## src/core/pbi_pkg.sv

```systemverilog
package pbi_pkg;

  localparam int ADDR_W = 15;
  localparam int DATA_W = 8;
  localparam int LEVELS = 10;
  localparam int CODE_W = 4;

  // Function select: five upper address bits A10..A14
  localparam int SEL_LSB = 10;
  localparam logic [4:0] SEL_PLUGIN = 5'h0E;

  // Register map
  localparam logic [ADDR_W-1:0] ADDR_LEVEL_CODE = 15'h38EF;
  localparam logic [ADDR_W-1:0] ADDR_BUS_CONTROL = 15'h38F8;
  localparam logic [ADDR_W-1:0] ADDR_PORT_A = 15'h38F0;
  localparam logic [ADDR_W-1:0] ADDR_PORT_B = 15'h38F1;

  // Level code fields
  localparam int LVL_RANGE_BIT = 7;

  // Bus control fields
  localparam int CTL_TEST = 0;
  localparam int CTL_HS_ABORT_N = 1;
  localparam int CTL_RIGHT_ADDR = 2;
  localparam int CTL_LEFT_ADDR = 3;
  localparam int CTL_REMOTE = 4;
  localparam int CTL_ATTN = 5;
  localparam int CTL_IFC = 6;
  localparam int CTL_EOI = 7;
  localparam logic [DATA_W-1:0] CTL_RESET = 8'h00;

  localparam logic [DATA_W-1:0] BYTE_ZERO = 8'h00;

endpackage : pbi_pkg

```

## src/core/pbi_top.sv

```systemverilog
// Function
// Upper five address bits select plug-in region
// Level code readable at its address
// One-hot level encoded to BCD
// Over-range clears bit seven
// Byte latched on send strobe rising
// Send strobe rising raises receive interrupt
// Port A read pulses control low when no other plug-in listens
// Port A pulse drives data-valid low
// Port B write starts source handshake when another plug-in listens
// Data-valid asserted after port B pulse
// Listener releases not-accepted after taking byte
// Not-accepted rising ends handshake
// Data-valid release signals completion
// Handshake finish raises port A interrupt
// Clearing abort bit forces handshake idle
// Service request raises port B interrupt
// Bus control writable at its address
// Control written on gated mid-cycle strobe
// Bits zero to three drive lines
// Bits four to seven drive inverted lines
// End-identify driven only during handshake
// Reset clears interface logic
// After reset handshake idle, drivers off
`timescale 1ns/100ps

module pbi_top
  import pbi_pkg::*;
(
  input wire logic core_clk_i, // 250 MHz core clock
  input wire logic rst_i, // Synchronous system reset
  input wire logic ce_i, // Clock enable, freezes state
  input wire logic [ADDR_W-1:0] cpu_addr_i, // Processor address
  input wire logic [DATA_W-1:0] cpu_data_i, // Processor write data
  input wire logic cpu_read_i, // High for read cycle
  input wire logic cpu_vma_i, // Valid memory address
  input wire logic e_clk_i, // Processor E clock
  input wire logic mid_strobe_i, // Mid-E-cycle strobe
  output logic [DATA_W-1:0] cpu_data_o, // Read data
  output logic cpu_data_oe_o, // Read data drive enable
  input wire logic other_listens_i, // Other plug-in addressed to listen
  input wire logic [LEVELS-1:1] level_onehot_i, // One-hot level
  input wire logic over_range_i, // Over-range comparator
  input wire logic talker_send_strobe_n_i, // Send strobe, low pulse
  input wire logic not_accepted_line_n_i, // Not-data-accepted line
  input wire logic service_request_line_n_i, // Service request line
  input wire logic [DATA_W-1:0] bus_data_i, // Plug-in bus data in
  output logic [DATA_W-1:0] bus_data_o, // Plug-in bus data out
  output logic bus_data_oe_o, // Bus driver enable
  output logic data_valid_line_n_o, // Data-valid line level
  output logic data_valid_line_oe_o, // Data-valid pulled low
  output logic port_a_control_output_n_o, // Port A control pulse
  output logic port_b_control_output_n_o, // Port B control pulse
  output logic byte_received_event_o, // Received byte interrupt
  output logic port_a_control_input_o, // Handshake done interrupt
  output logic port_b_interrupt_o, // Service request interrupt
  output logic diag_test_bit_o, // Diagnostic test line
  output logic handshake_abort_n_o, // Handshake abort line
  output logic right_unit_address_o, // Right unit address
  output logic left_unit_address_o, // Left unit address
  output logic remote_enable_line_n_o, // Remote enable, inverted
  output logic attention_line_n_o, // Attention, inverted
  output logic interface_clear_line_n_o, // Interface clear, inverted
  output logic end_identify_line_n_o, // End-identify, inverted
  output logic end_identify_line_oe_o // End-identify drive enable
);

  localparam int SW = ADDR_W + DATA_W * 2 + LEVELS + 8;

  typedef struct packed {
    logic strobe_prev;
    logic e_prev;
    logic send_prev;
    logic ndac_prev;
    logic [DATA_W-1:0] ctrl;
    logic [DATA_W-1:0] port_a;
    logic [DATA_W-1:0] port_b;
    logic pa_ctl_n;
    logic pb_ctl_n;
    logic idle;
    logic dav_n;
    logic drv_oe;
    logic dav_oe;
    logic [CTL_EOI:CTL_REMOTE] mgmt_n;
    logic [DATA_W-1:0] rd_data;
    logic rd_oe;
    logic rx_irq;
    logic done_irq;
    logic srq_irq;
    logic eoi_oe;
  } pbi_state_type;

  pbi_state_type st_q;
  pbi_state_type st_d;

  logic [SW-1:0] raw;
  logic [SW-1:0] syn;
  logic [SW-1:0] syn_init;
  logic [ADDR_W-1:0] s_addr;
  logic [DATA_W-1:0] s_data;
  logic [DATA_W-1:0] s_bus;
  logic [LEVELS-1:1] s_level;
  logic s_read;
  logic s_vma;
  logic s_e;
  logic s_strobe;
  logic s_send_n;
  logic s_ndac_n;
  logic s_srq_n;
  logic s_over;
  logic s_listen;

  assign raw = {cpu_addr_i, cpu_data_i, bus_data_i, level_onehot_i,
                cpu_read_i, cpu_vma_i, e_clk_i, mid_strobe_i,
                talker_send_strobe_n_i, not_accepted_line_n_i,
                service_request_line_n_i, over_range_i, other_listens_i};
  // Idle-high levels for the active-low strobes and lines
  assign syn_init = {{(ADDR_W + DATA_W * 2 + LEVELS + 3){1'b0}},
                     4'hE, 1'b0};

  pbi_sync #(
    .WIDTH(SW)
  ) u_sync (
    .core_clk_i(core_clk_i),
    .rst_i(rst_i),
    .ce_i(ce_i),
    .async_i(raw),
    .init_i(syn_init),
    .sync_o(syn)
  );

  assign {s_addr, s_data, s_bus, s_level, s_read, s_vma, s_e, s_strobe,
          s_send_n, s_ndac_n, s_srq_n, s_over, s_listen} = syn;

  logic plugin_port_select;
  logic gated_write_strobe;
  logic e_rise;
  logic send_rise;
  logic ndac_rise;
  logic rd_a;
  logic wr_b;
  logic [DATA_W-1:0] level_code;
  logic [CODE_W-1:0] bcd;

  always_comb begin
    plugin_port_select = s_vma
      && (s_addr[ADDR_W-1:SEL_LSB] == SEL_PLUGIN);
    gated_write_strobe = plugin_port_select && s_strobe
      && !st_q.strobe_prev;
    e_rise = s_e && !st_q.e_prev;
    send_rise = s_send_n && !st_q.send_prev;
    ndac_rise = s_ndac_n && !st_q.ndac_prev;
    rd_a = gated_write_strobe && s_read && (s_addr == ADDR_PORT_A);
    wr_b = gated_write_strobe && !s_read && (s_addr == ADDR_PORT_B);
    bcd = '0;
    for (int i = 1; i < LEVELS; i++) begin
      if (s_level[i]) begin
        bcd = CODE_W'(i);
      end
    end
    level_code = BYTE_ZERO;
    level_code[CODE_W-1:0] = bcd;
    level_code[LVL_RANGE_BIT] = !s_over;
  end

  always_comb begin
    st_d = st_q;
    st_d.strobe_prev = s_strobe;
    st_d.e_prev = s_e;
    st_d.send_prev = s_send_n;
    st_d.ndac_prev = s_ndac_n;
    if (gated_write_strobe && !s_read
        && (s_addr == ADDR_BUS_CONTROL)) begin
      st_d.ctrl = s_data;
    end
    if (send_rise) begin
      st_d.port_a = s_bus;
    end
    if (wr_b) begin
      st_d.port_b = s_data;
    end
    if (e_rise) begin
      st_d.pa_ctl_n = 1'b1;
      st_d.pb_ctl_n = 1'b1;
    end
    if (rd_a && !s_listen) begin
      st_d.pa_ctl_n = 1'b0;
    end
    if (wr_b && s_listen) begin
      st_d.pb_ctl_n = 1'b0;
      st_d.idle = 1'b0;
    end
    if (ndac_rise && !st_q.idle) begin
      st_d.idle = 1'b1;
    end
    if (!st_q.ctrl[CTL_HS_ABORT_N]) begin
      st_d.idle = 1'b1;
    end
    // Clear on port A read; a new byte in the same cycle wins
    if (rd_a) begin
      st_d.rx_irq = 1'b0;
    end
    if (send_rise) begin
      st_d.rx_irq = 1'b1;
    end
    if (wr_b) begin
      st_d.done_irq = 1'b0;
    end
    if (st_d.idle && !st_q.idle) begin
      st_d.done_irq = 1'b1;
    end
    st_d.srq_irq = !s_srq_n;
    st_d.dav_n = !(!st_d.pa_ctl_n
      || (!st_d.idle && st_d.pb_ctl_n));
    st_d.eoi_oe = !st_d.idle;
    st_d.drv_oe = !st_d.idle;
    st_d.dav_oe = !st_d.dav_n;
    // Inverted copies kept in flops so the line outputs need no gate
    st_d.mgmt_n = ~st_d.ctrl[CTL_EOI:CTL_REMOTE];
    st_d.rd_oe = plugin_port_select && s_read && s_e
      && ((s_addr == ADDR_LEVEL_CODE) || (s_addr == ADDR_PORT_A));
    st_d.rd_data = (s_addr == ADDR_PORT_A) ? st_q.port_a
      : level_code;
  end

  always_ff @(posedge core_clk_i) begin
    if (rst_i) begin
      st_q <= '0;
      st_q.strobe_prev <= 1'b0;
      st_q.send_prev <= 1'b1;
      st_q.ndac_prev <= 1'b1;
      st_q.ctrl <= CTL_RESET;
      st_q.pa_ctl_n <= 1'b1;
      st_q.pb_ctl_n <= 1'b1;
      st_q.mgmt_n <= ~CTL_RESET[CTL_EOI:CTL_REMOTE];
      st_q.idle <= 1'b1;
      st_q.dav_n <= 1'b1;
    end else if (ce_i) begin
      st_q <= st_d;
    end
  end

  assign cpu_data_o = st_q.rd_data;
  assign cpu_data_oe_o = st_q.rd_oe;
  assign bus_data_o = st_q.port_b;
  assign bus_data_oe_o = st_q.drv_oe;
  assign data_valid_line_n_o = st_q.dav_n;
  assign data_valid_line_oe_o = st_q.dav_oe;
  assign port_a_control_output_n_o = st_q.pa_ctl_n;
  assign port_b_control_output_n_o = st_q.pb_ctl_n;
  assign byte_received_event_o = st_q.rx_irq;
  assign port_a_control_input_o = st_q.done_irq;
  assign port_b_interrupt_o = st_q.srq_irq;
  assign diag_test_bit_o = st_q.ctrl[CTL_TEST];
  assign handshake_abort_n_o = st_q.ctrl[CTL_HS_ABORT_N];
  assign right_unit_address_o = st_q.ctrl[CTL_RIGHT_ADDR];
  assign left_unit_address_o = st_q.ctrl[CTL_LEFT_ADDR];
  assign remote_enable_line_n_o = st_q.mgmt_n[CTL_REMOTE];
  assign attention_line_n_o = st_q.mgmt_n[CTL_ATTN];
  assign interface_clear_line_n_o = st_q.mgmt_n[CTL_IFC];
  assign end_identify_line_n_o = st_q.mgmt_n[CTL_EOI];
  assign end_identify_line_oe_o = st_q.eoi_oe;

  a_ctrl_write: assert property (
    @(posedge core_clk_i) disable iff (rst_i)
    (ce_i && gated_write_strobe && !s_read
     && s_addr == ADDR_BUS_CONTROL) |=> st_q.ctrl == $past(s_data))
    else $error("control write not captured");
  a_pa_pulse_end: assert property (
    @(posedge core_clk_i) disable iff (rst_i)
    (ce_i && !st_q.pa_ctl_n && e_rise && !rd_a) |=> st_q.pa_ctl_n)
    else $error("port A pulse outlived E edge");
  a_pa_pulse_dav: assert property (
    @(posedge core_clk_i) disable iff (rst_i)
    !st_q.pa_ctl_n |-> !st_q.dav_n)
    else $error("data-valid not low with port A pulse");
  a_ndac_end: assert property (
    @(posedge core_clk_i) disable iff (rst_i)
    (ce_i && ndac_rise && !st_q.idle) |=> st_q.idle && st_q.dav_n)
    else $error("handshake not ended by accept");
  a_abort_idle: assert property (
    @(posedge core_clk_i) disable iff (rst_i)
    (ce_i && !st_q.ctrl[CTL_HS_ABORT_N]) |=> st_q.idle)
    else $error("abort bit did not idle handshake");
  a_done_irq: assert property (
    @(posedge core_clk_i) disable iff (rst_i)
    $rose(st_q.idle) |-> st_q.done_irq)
    else $error("handshake finish without interrupt");
  a_eoi_gate: assert property (
    @(posedge core_clk_i) disable iff (rst_i)
    st_q.idle |-> !end_identify_line_oe_o && !bus_data_oe_o)
    else $error("drivers on while idle");
  a_range_bit: assert property (
    @(posedge core_clk_i) disable iff (rst_i)
    ce_i |=> st_q.rd_data[LVL_RANGE_BIT] == !$past(s_over)
      || $past(s_addr) == ADDR_PORT_A)
    else $error("over-range bit wrong");
  a_rx_irq: assert property (
    @(posedge core_clk_i) disable iff (rst_i)
    (ce_i && send_rise) |=> st_q.rx_irq
      && st_q.port_a == $past(s_bus))
    else $error("received byte not flagged");
  a_pb_pulse_end: assert property (
    @(posedge core_clk_i) disable iff (rst_i)
    (ce_i && !st_q.pb_ctl_n && e_rise && !wr_b) |=> st_q.pb_ctl_n)
    else $error("port B pulse outlived E edge");
  a_dav_valid: assert property (
    @(posedge core_clk_i) disable iff (rst_i)
    (ce_i && !st_q.pb_ctl_n && !st_q.idle && e_rise && !wr_b
     && !ndac_rise && st_q.ctrl[CTL_HS_ABORT_N]) |=> !st_q.dav_n)
    else $error("data-valid not asserted after port B pulse");
  a_srq_irq: assert property (
    @(posedge core_clk_i) disable iff (rst_i)
    (ce_i && !s_srq_n) |=> st_q.srq_irq)
    else $error("service request interrupt not raised");

endmodule : pbi_top

```

## src/core/pbi_sync.sv

```systemverilog
`timescale 1ns/100ps

module pbi_sync #(
  parameter int WIDTH = 1
) (
  input wire logic core_clk_i, // Core clock
  input wire logic rst_i, // Synchronous reset
  input wire logic ce_i, // Clock enable
  input wire logic [WIDTH-1:0] async_i, // Pin levels
  input wire logic [WIDTH-1:0] init_i, // Constant reset level
  output logic [WIDTH-1:0] sync_o // Synchronised levels
);

  logic [WIDTH-1:0] meta_q;
  logic [WIDTH-1:0] sync_q;

  if (WIDTH < 1) begin : g_width_check
    $error("pbi_sync: WIDTH must be at least 1");
  end

  always_ff @(posedge core_clk_i) begin
    if (rst_i) begin
      meta_q <= init_i;
      sync_q <= init_i;
    end else if (ce_i) begin
      meta_q <= async_i;
      sync_q <= meta_q;
    end
  end

  assign sync_o = sync_q;

endmodule : pbi_sync

```

## config.mk

```make
export PLATFORM = sky130hd
export DESIGN_NAME = pbi_top
export DESIGN_NICKNAME = d
export VERILOG_FILES = /design/src/core/pbi_pkg.sv /design/src/core/pbi_top.sv /design/src/core/pbi_sync.sv
export SDC_FILE = /design/constraint.sdc
export NUM_CORES = 1
export LEC_CHECK = 0
export BUFFER_PORTS_ARGS = -buffer_cell sky130_fd_sc_hd__buf_4
export CORE_UTILIZATION = 40
export CTS_CLUSTER_DIAMETER = 60
export DETAILED_ROUTE_END_ITERATION = 10
export HOLD_SLACK_MARGIN = 0.03
export SYNTH_ARGS = -nofsm -noshare
export SYNTH_HDL_FRONTEND = slang
export SYNTH_HIERARCHICAL = 1
export SYNTH_SLANG_ARGS = --single-unit
```

## constraint.sdc

```tcl
create_clock -name core_clk_i -period 3.6 [get_ports core_clk_i]
set_input_delay 0 -clock core_clk_i [delete_from_list [all_inputs] [get_ports core_clk_i]]
set_output_delay 0 -clock core_clk_i [all_outputs]
set_load 0.01 [all_outputs]
```

==> impl_metrics.env <==
export IMPL_routed_wl_mm=12.52
export IMPL_clock_root_buffer="clkbuf_16"
export IMPL_irDropWorstVdd_v=0.0003477
export IMPL_criticalPathCategory="reg2reg"
export IMPL_cts_resized_gates=0
export IMPL_post_dp_cell_area_mm2=0.007635
export IMPL_crit_path_end_kind="flip-flop"
export IMPL_final_antenna_net_count=0
export IMPL_avgSynthCellArea_um2=13.55
export IMPL_rsz0062_at_grt="false"
export IMPL_via_count=4380
export IMPL_synthAdderAreaFrac_pct=0
export IMPL_synth_top_family_by_area="multiplexers"
export IMPL_tritoncts="done"
export IMPL_power_frac_seq_pct=49.3
export IMPL_power_share_combinational_pct=9.0
export IMPL_ys_ff_latch=148
export IMPL_p_sw_share_pct=20.53
export IMPL_grt_use_total_pct=15.89
export IMPL_finalSetupViolCount=0
export IMPL_numCtsBuffers=17
export IMPL_synth_area_mm2=0.006610
export IMPL_drv_slew=0
export IMPL_path_max_fanout=12
export IMPL_worstReg2RegStart="u_sync/sync_o[35]"
export IMPL_min_path_type="in2reg"
export IMPL_globalRoute_busiestLayer="met2"
export IMPL_required_ns=3.91
export IMPL_h_tree_depth=4
export IMPL_period_minus_slack_ns=2.382
export IMPL_slew_headroom_pct=29.97
export IMPL_synthSimpleGateAreaFrac_pct=10.37
export IMPL_cp_cell_sequence="or4b_4 > nor4_2 > nand4b_1 > o311ai_1"
export IMPL_grt_pass1_vias=4193
export IMPL_clockBufferDepth=2
export IMPL_min_period_over_period_pct=66.17
export IMPL_dr_pass1_iters=4
export IMPL_antenna_found_initial=0
export IMPL_port_buffers=85
export IMPL_startpoint="u_sync/sync_o[35]"
export IMPL_final_nets=751
export IMPL_yosysSeqAreaShare_pct=59.66
export IMPL_fmax_ghz=0.4198
export IMPL_drive_gt1_share_pct=31.74
export IMPL_die_y_um=130.6
export IMPL_cts_hold_buffers=51
export IMPL_fin_skew_ns=0.004809
export IMPL_drc=0
export IMPL_initial_core_util_pct=41.31
export IMPL_vias_per_cell=4.720
export IMPL_tns_ns=0
export IMPL_grt_use_met3_pct=3.583
export IMPL_drt_wirelength_per_cell_um=13.49
export IMPL_internal_power_w=0.003297
export IMPL_status="finished clean"
export IMPL_ioPinCount=86
export IMPL_grt_util_met2_pct=25.58
export IMPL_ys_async_sr_fraction_pct=0
export IMPL_synthTopCellsByArea="edfxtp_1, mux2_2, dfxtp_1"
export IMPL_grt_max_degree=65
export IMPL_core_mm2=0.01600
export IMPL_clockPowerShare_pct=41.7
export IMPL_grt_pass1_wl_mm=20.41
export IMPL_synth_top_area_share_pct=44.52
export IMPL_arrival_ns=2.69
export IMPL_gp_congestion=0.8080
export IMPL_power_w=0.004149
export IMPL_p_per_area_mw_per_mm2=474.9
export IMPL_finalInstanceArea_mm2=0.008737
export IMPL_worstSetupStartpointType="flip-flop"
export IMPL_hold_viol_final=0
export IMPL_synth_xor_area_share_pct=0
export IMPL_post_cts_buffers=0
export IMPL_cap_violations=0
export IMPL_synth_compound_area_share_pct=6.568
export IMPL_die_area_mm2=0.01704
export IMPL_die_w_um=130.6
export IMPL_crit_path_top_delay_cell="nor4_2"
export IMPL_row_count=46
export IMPL_cpPeakStageDelay_ns=0.91
export IMPL_leakage_nw=3.456
export IMPL_clk_pin_slew_worst_paths_ns=0.06
export IMPL_drt_iter0_drc=334
export IMPL_place_hpwl_mm=8.365
export IMPL_cts_sinks=148
export IMPL_grtUsageMet1_pct=20.24
export IMPL_worst_slew_pin_slew_ns=1.042
export IMPL_gr_total_overflow=0
export IMPL_synth_top_area_cell="edfxtp_1"
export IMPL_syn_inst=488
export IMPL_synth_warnings=6
export IMPL_synth_ff_type="edfxtp_1"
export IMPL_hp_start="level_onehot_i[3]"
export IMPL_syn_to_final_growth_pct=32.18
export IMPL_synth_mux_area_share_pct=18.87
export IMPL_yosysUniqueCellTypes=56
export IMPL_clk_latency_ns=0.41
export IMPL_n_antenna_cell=0
export IMPL_synth_edff_count=98
export IMPL_p_sw_w=0.0008519
-- worst paths after layout --
path | to | slack (ns) | depth (start not counted)
hold reg to reg | port_b_interrupt_o | 0.44 | 1
setup reg to reg | attention_line_n_o | 1.22 | 4
hold / removal | u_sync/meta_q[11] | 0.42 | 3
setup / recovery | attention_line_n_o | 1.22 | 4
-- cells in the final DEF (no fill, tap or decap), types with 4 or more instances in the layout --
cell type,n
mux2i_1,11
mux2_4,9
nand3b_1,4
o21ai_0,11
buf_4,89
clkbuf_8,6
clkbuf_1,5
o21ai_1,12
nor3_1,5
a21oi_1,31
mux2_2,89
nor2_1,18
nand3_1,22
dlygate4sd3_1,51
nand2_1,16
o311ai_1,6
edfxtp_1,98
conb_1,98
nand4_1,5
dfxtp_1,50
nand4b_1,4
clkbuf_16,18
-- cells by family after synthesis --
| group | Yosys count |
|---|---|
| muxes | 109 |
| and+or+nand+nor | 108 |
| buffers and inverters | 48 |
| AOI/OAI and AO/OA | 73 |
| other | 2 |
| DFF | 148 |
-- stage by stage --
stage	worst slack [ns]	std cells	utilization [%]	hold WS, ns
3_5_place_dp	1.214	845	47.72	0.3051
3_3_place_gp	1.343	845	47.72	0.3033
5_1_grt	1.008	928	54.61	0.4198
4_1_cts	1.232	928	54.61	0.4034
2_1_floorplan	0.5645	584	-	0.1492
6_report	1.218	928	54.61	0.4247
-- power by group through the flow --
| stage | sequential [W] | clock [W] | combinational [W] |
|---|---|---|---|
| finish | 0.00205 | 0.00173 | 0.000372 |
| global route | 0.00206 | 0.00184 | 0.000411 |
| CTS | 0.00205 | 0.00177 | 0.000375 |
| detailed placement | 0.00208 | 0 | 0.000329 |
| global placement | 0.00208 | 0 | 0.000324 |
| floorplan | 0.00206 | 0 | 0.000241 |
-- flip-flops by register name, summed over array words and instances, names as in the netlist --
register                   flops
port_a_control_output_n_o      1
interface_clear_line_n_o       1
st_q                          17
u_sync/meta_q                 49
u_sync/sync_o                 49
attention_line_n_o             1
port_b_interrupt_o             1
diag_test_bit_o                1
cpu_data_o                     8
port_b_control_output_n_o      1
byte_received_event_o          1
remote_enable_line_n_o         1
data_valid_line_oe_o           1
right_unit_address_o           1
end_identify_line_oe_o         1
handshake_abort_n_o            1
bus_data_o                     8
port_a_control_input_o         1
end_identify_line_n_o          1
left_unit_address_o            1
cpu_data_oe_o                  1
data_valid_line_n_o            1
-- critical path, delay by kind of cell, from the launching register on --
family / cells / cell delay [ns]
AOI/OAI and AO/OA: 1 / 0.15
DFF: 1 / 0.44
and+or+nand+nor: 3 / 1.69
-- synthesized netlist by cell type (3+ instances only) --
master	n
nor3_1	5
mux2_2	89
buf_4	19
mux2i_1	11
dfxtp_1	50
buf_2	8
o311ai_1	6
nand2_1	16
edfxtp_1	98
clkbuf_1	10
and3_1	3
mux2_4	9
nand4b_1	4
nor4_1	3
nand3_1	22
a311oi_1	3
o21ai_1	12
inv_1	3
buf_6	4
nor2_1	18
a21oi_1	31
o21ai_0	11
buf_1	3
nand4_1	5
nand3b_1	4
nor2b_1	3
-- metal layers --
| metal | wire length [µm] | part of all wire [%] |
|---|---|---|
| met1 | 5535 | 44 |
| met2 | 6166 | 49 |
| met3 | 631 | 5.0 |
| met4 | 184 | 1.5 |
| met5 | 0 | 0 |
-- final cells by class --
cell class | instances | area, µm²
fillers | 1434 | 7263
clock buffers | 29 | 551.8
flip-flops and latches | 148 | 3944
clock inverters | 3 | 40.04
multi-input cells | 388 | 2738
inverters | 4 | 15.01
well taps | 216 | 270.3
repair buffers | 140 | 1179
No activity file was read; power rests on OpenSTA's default activity.
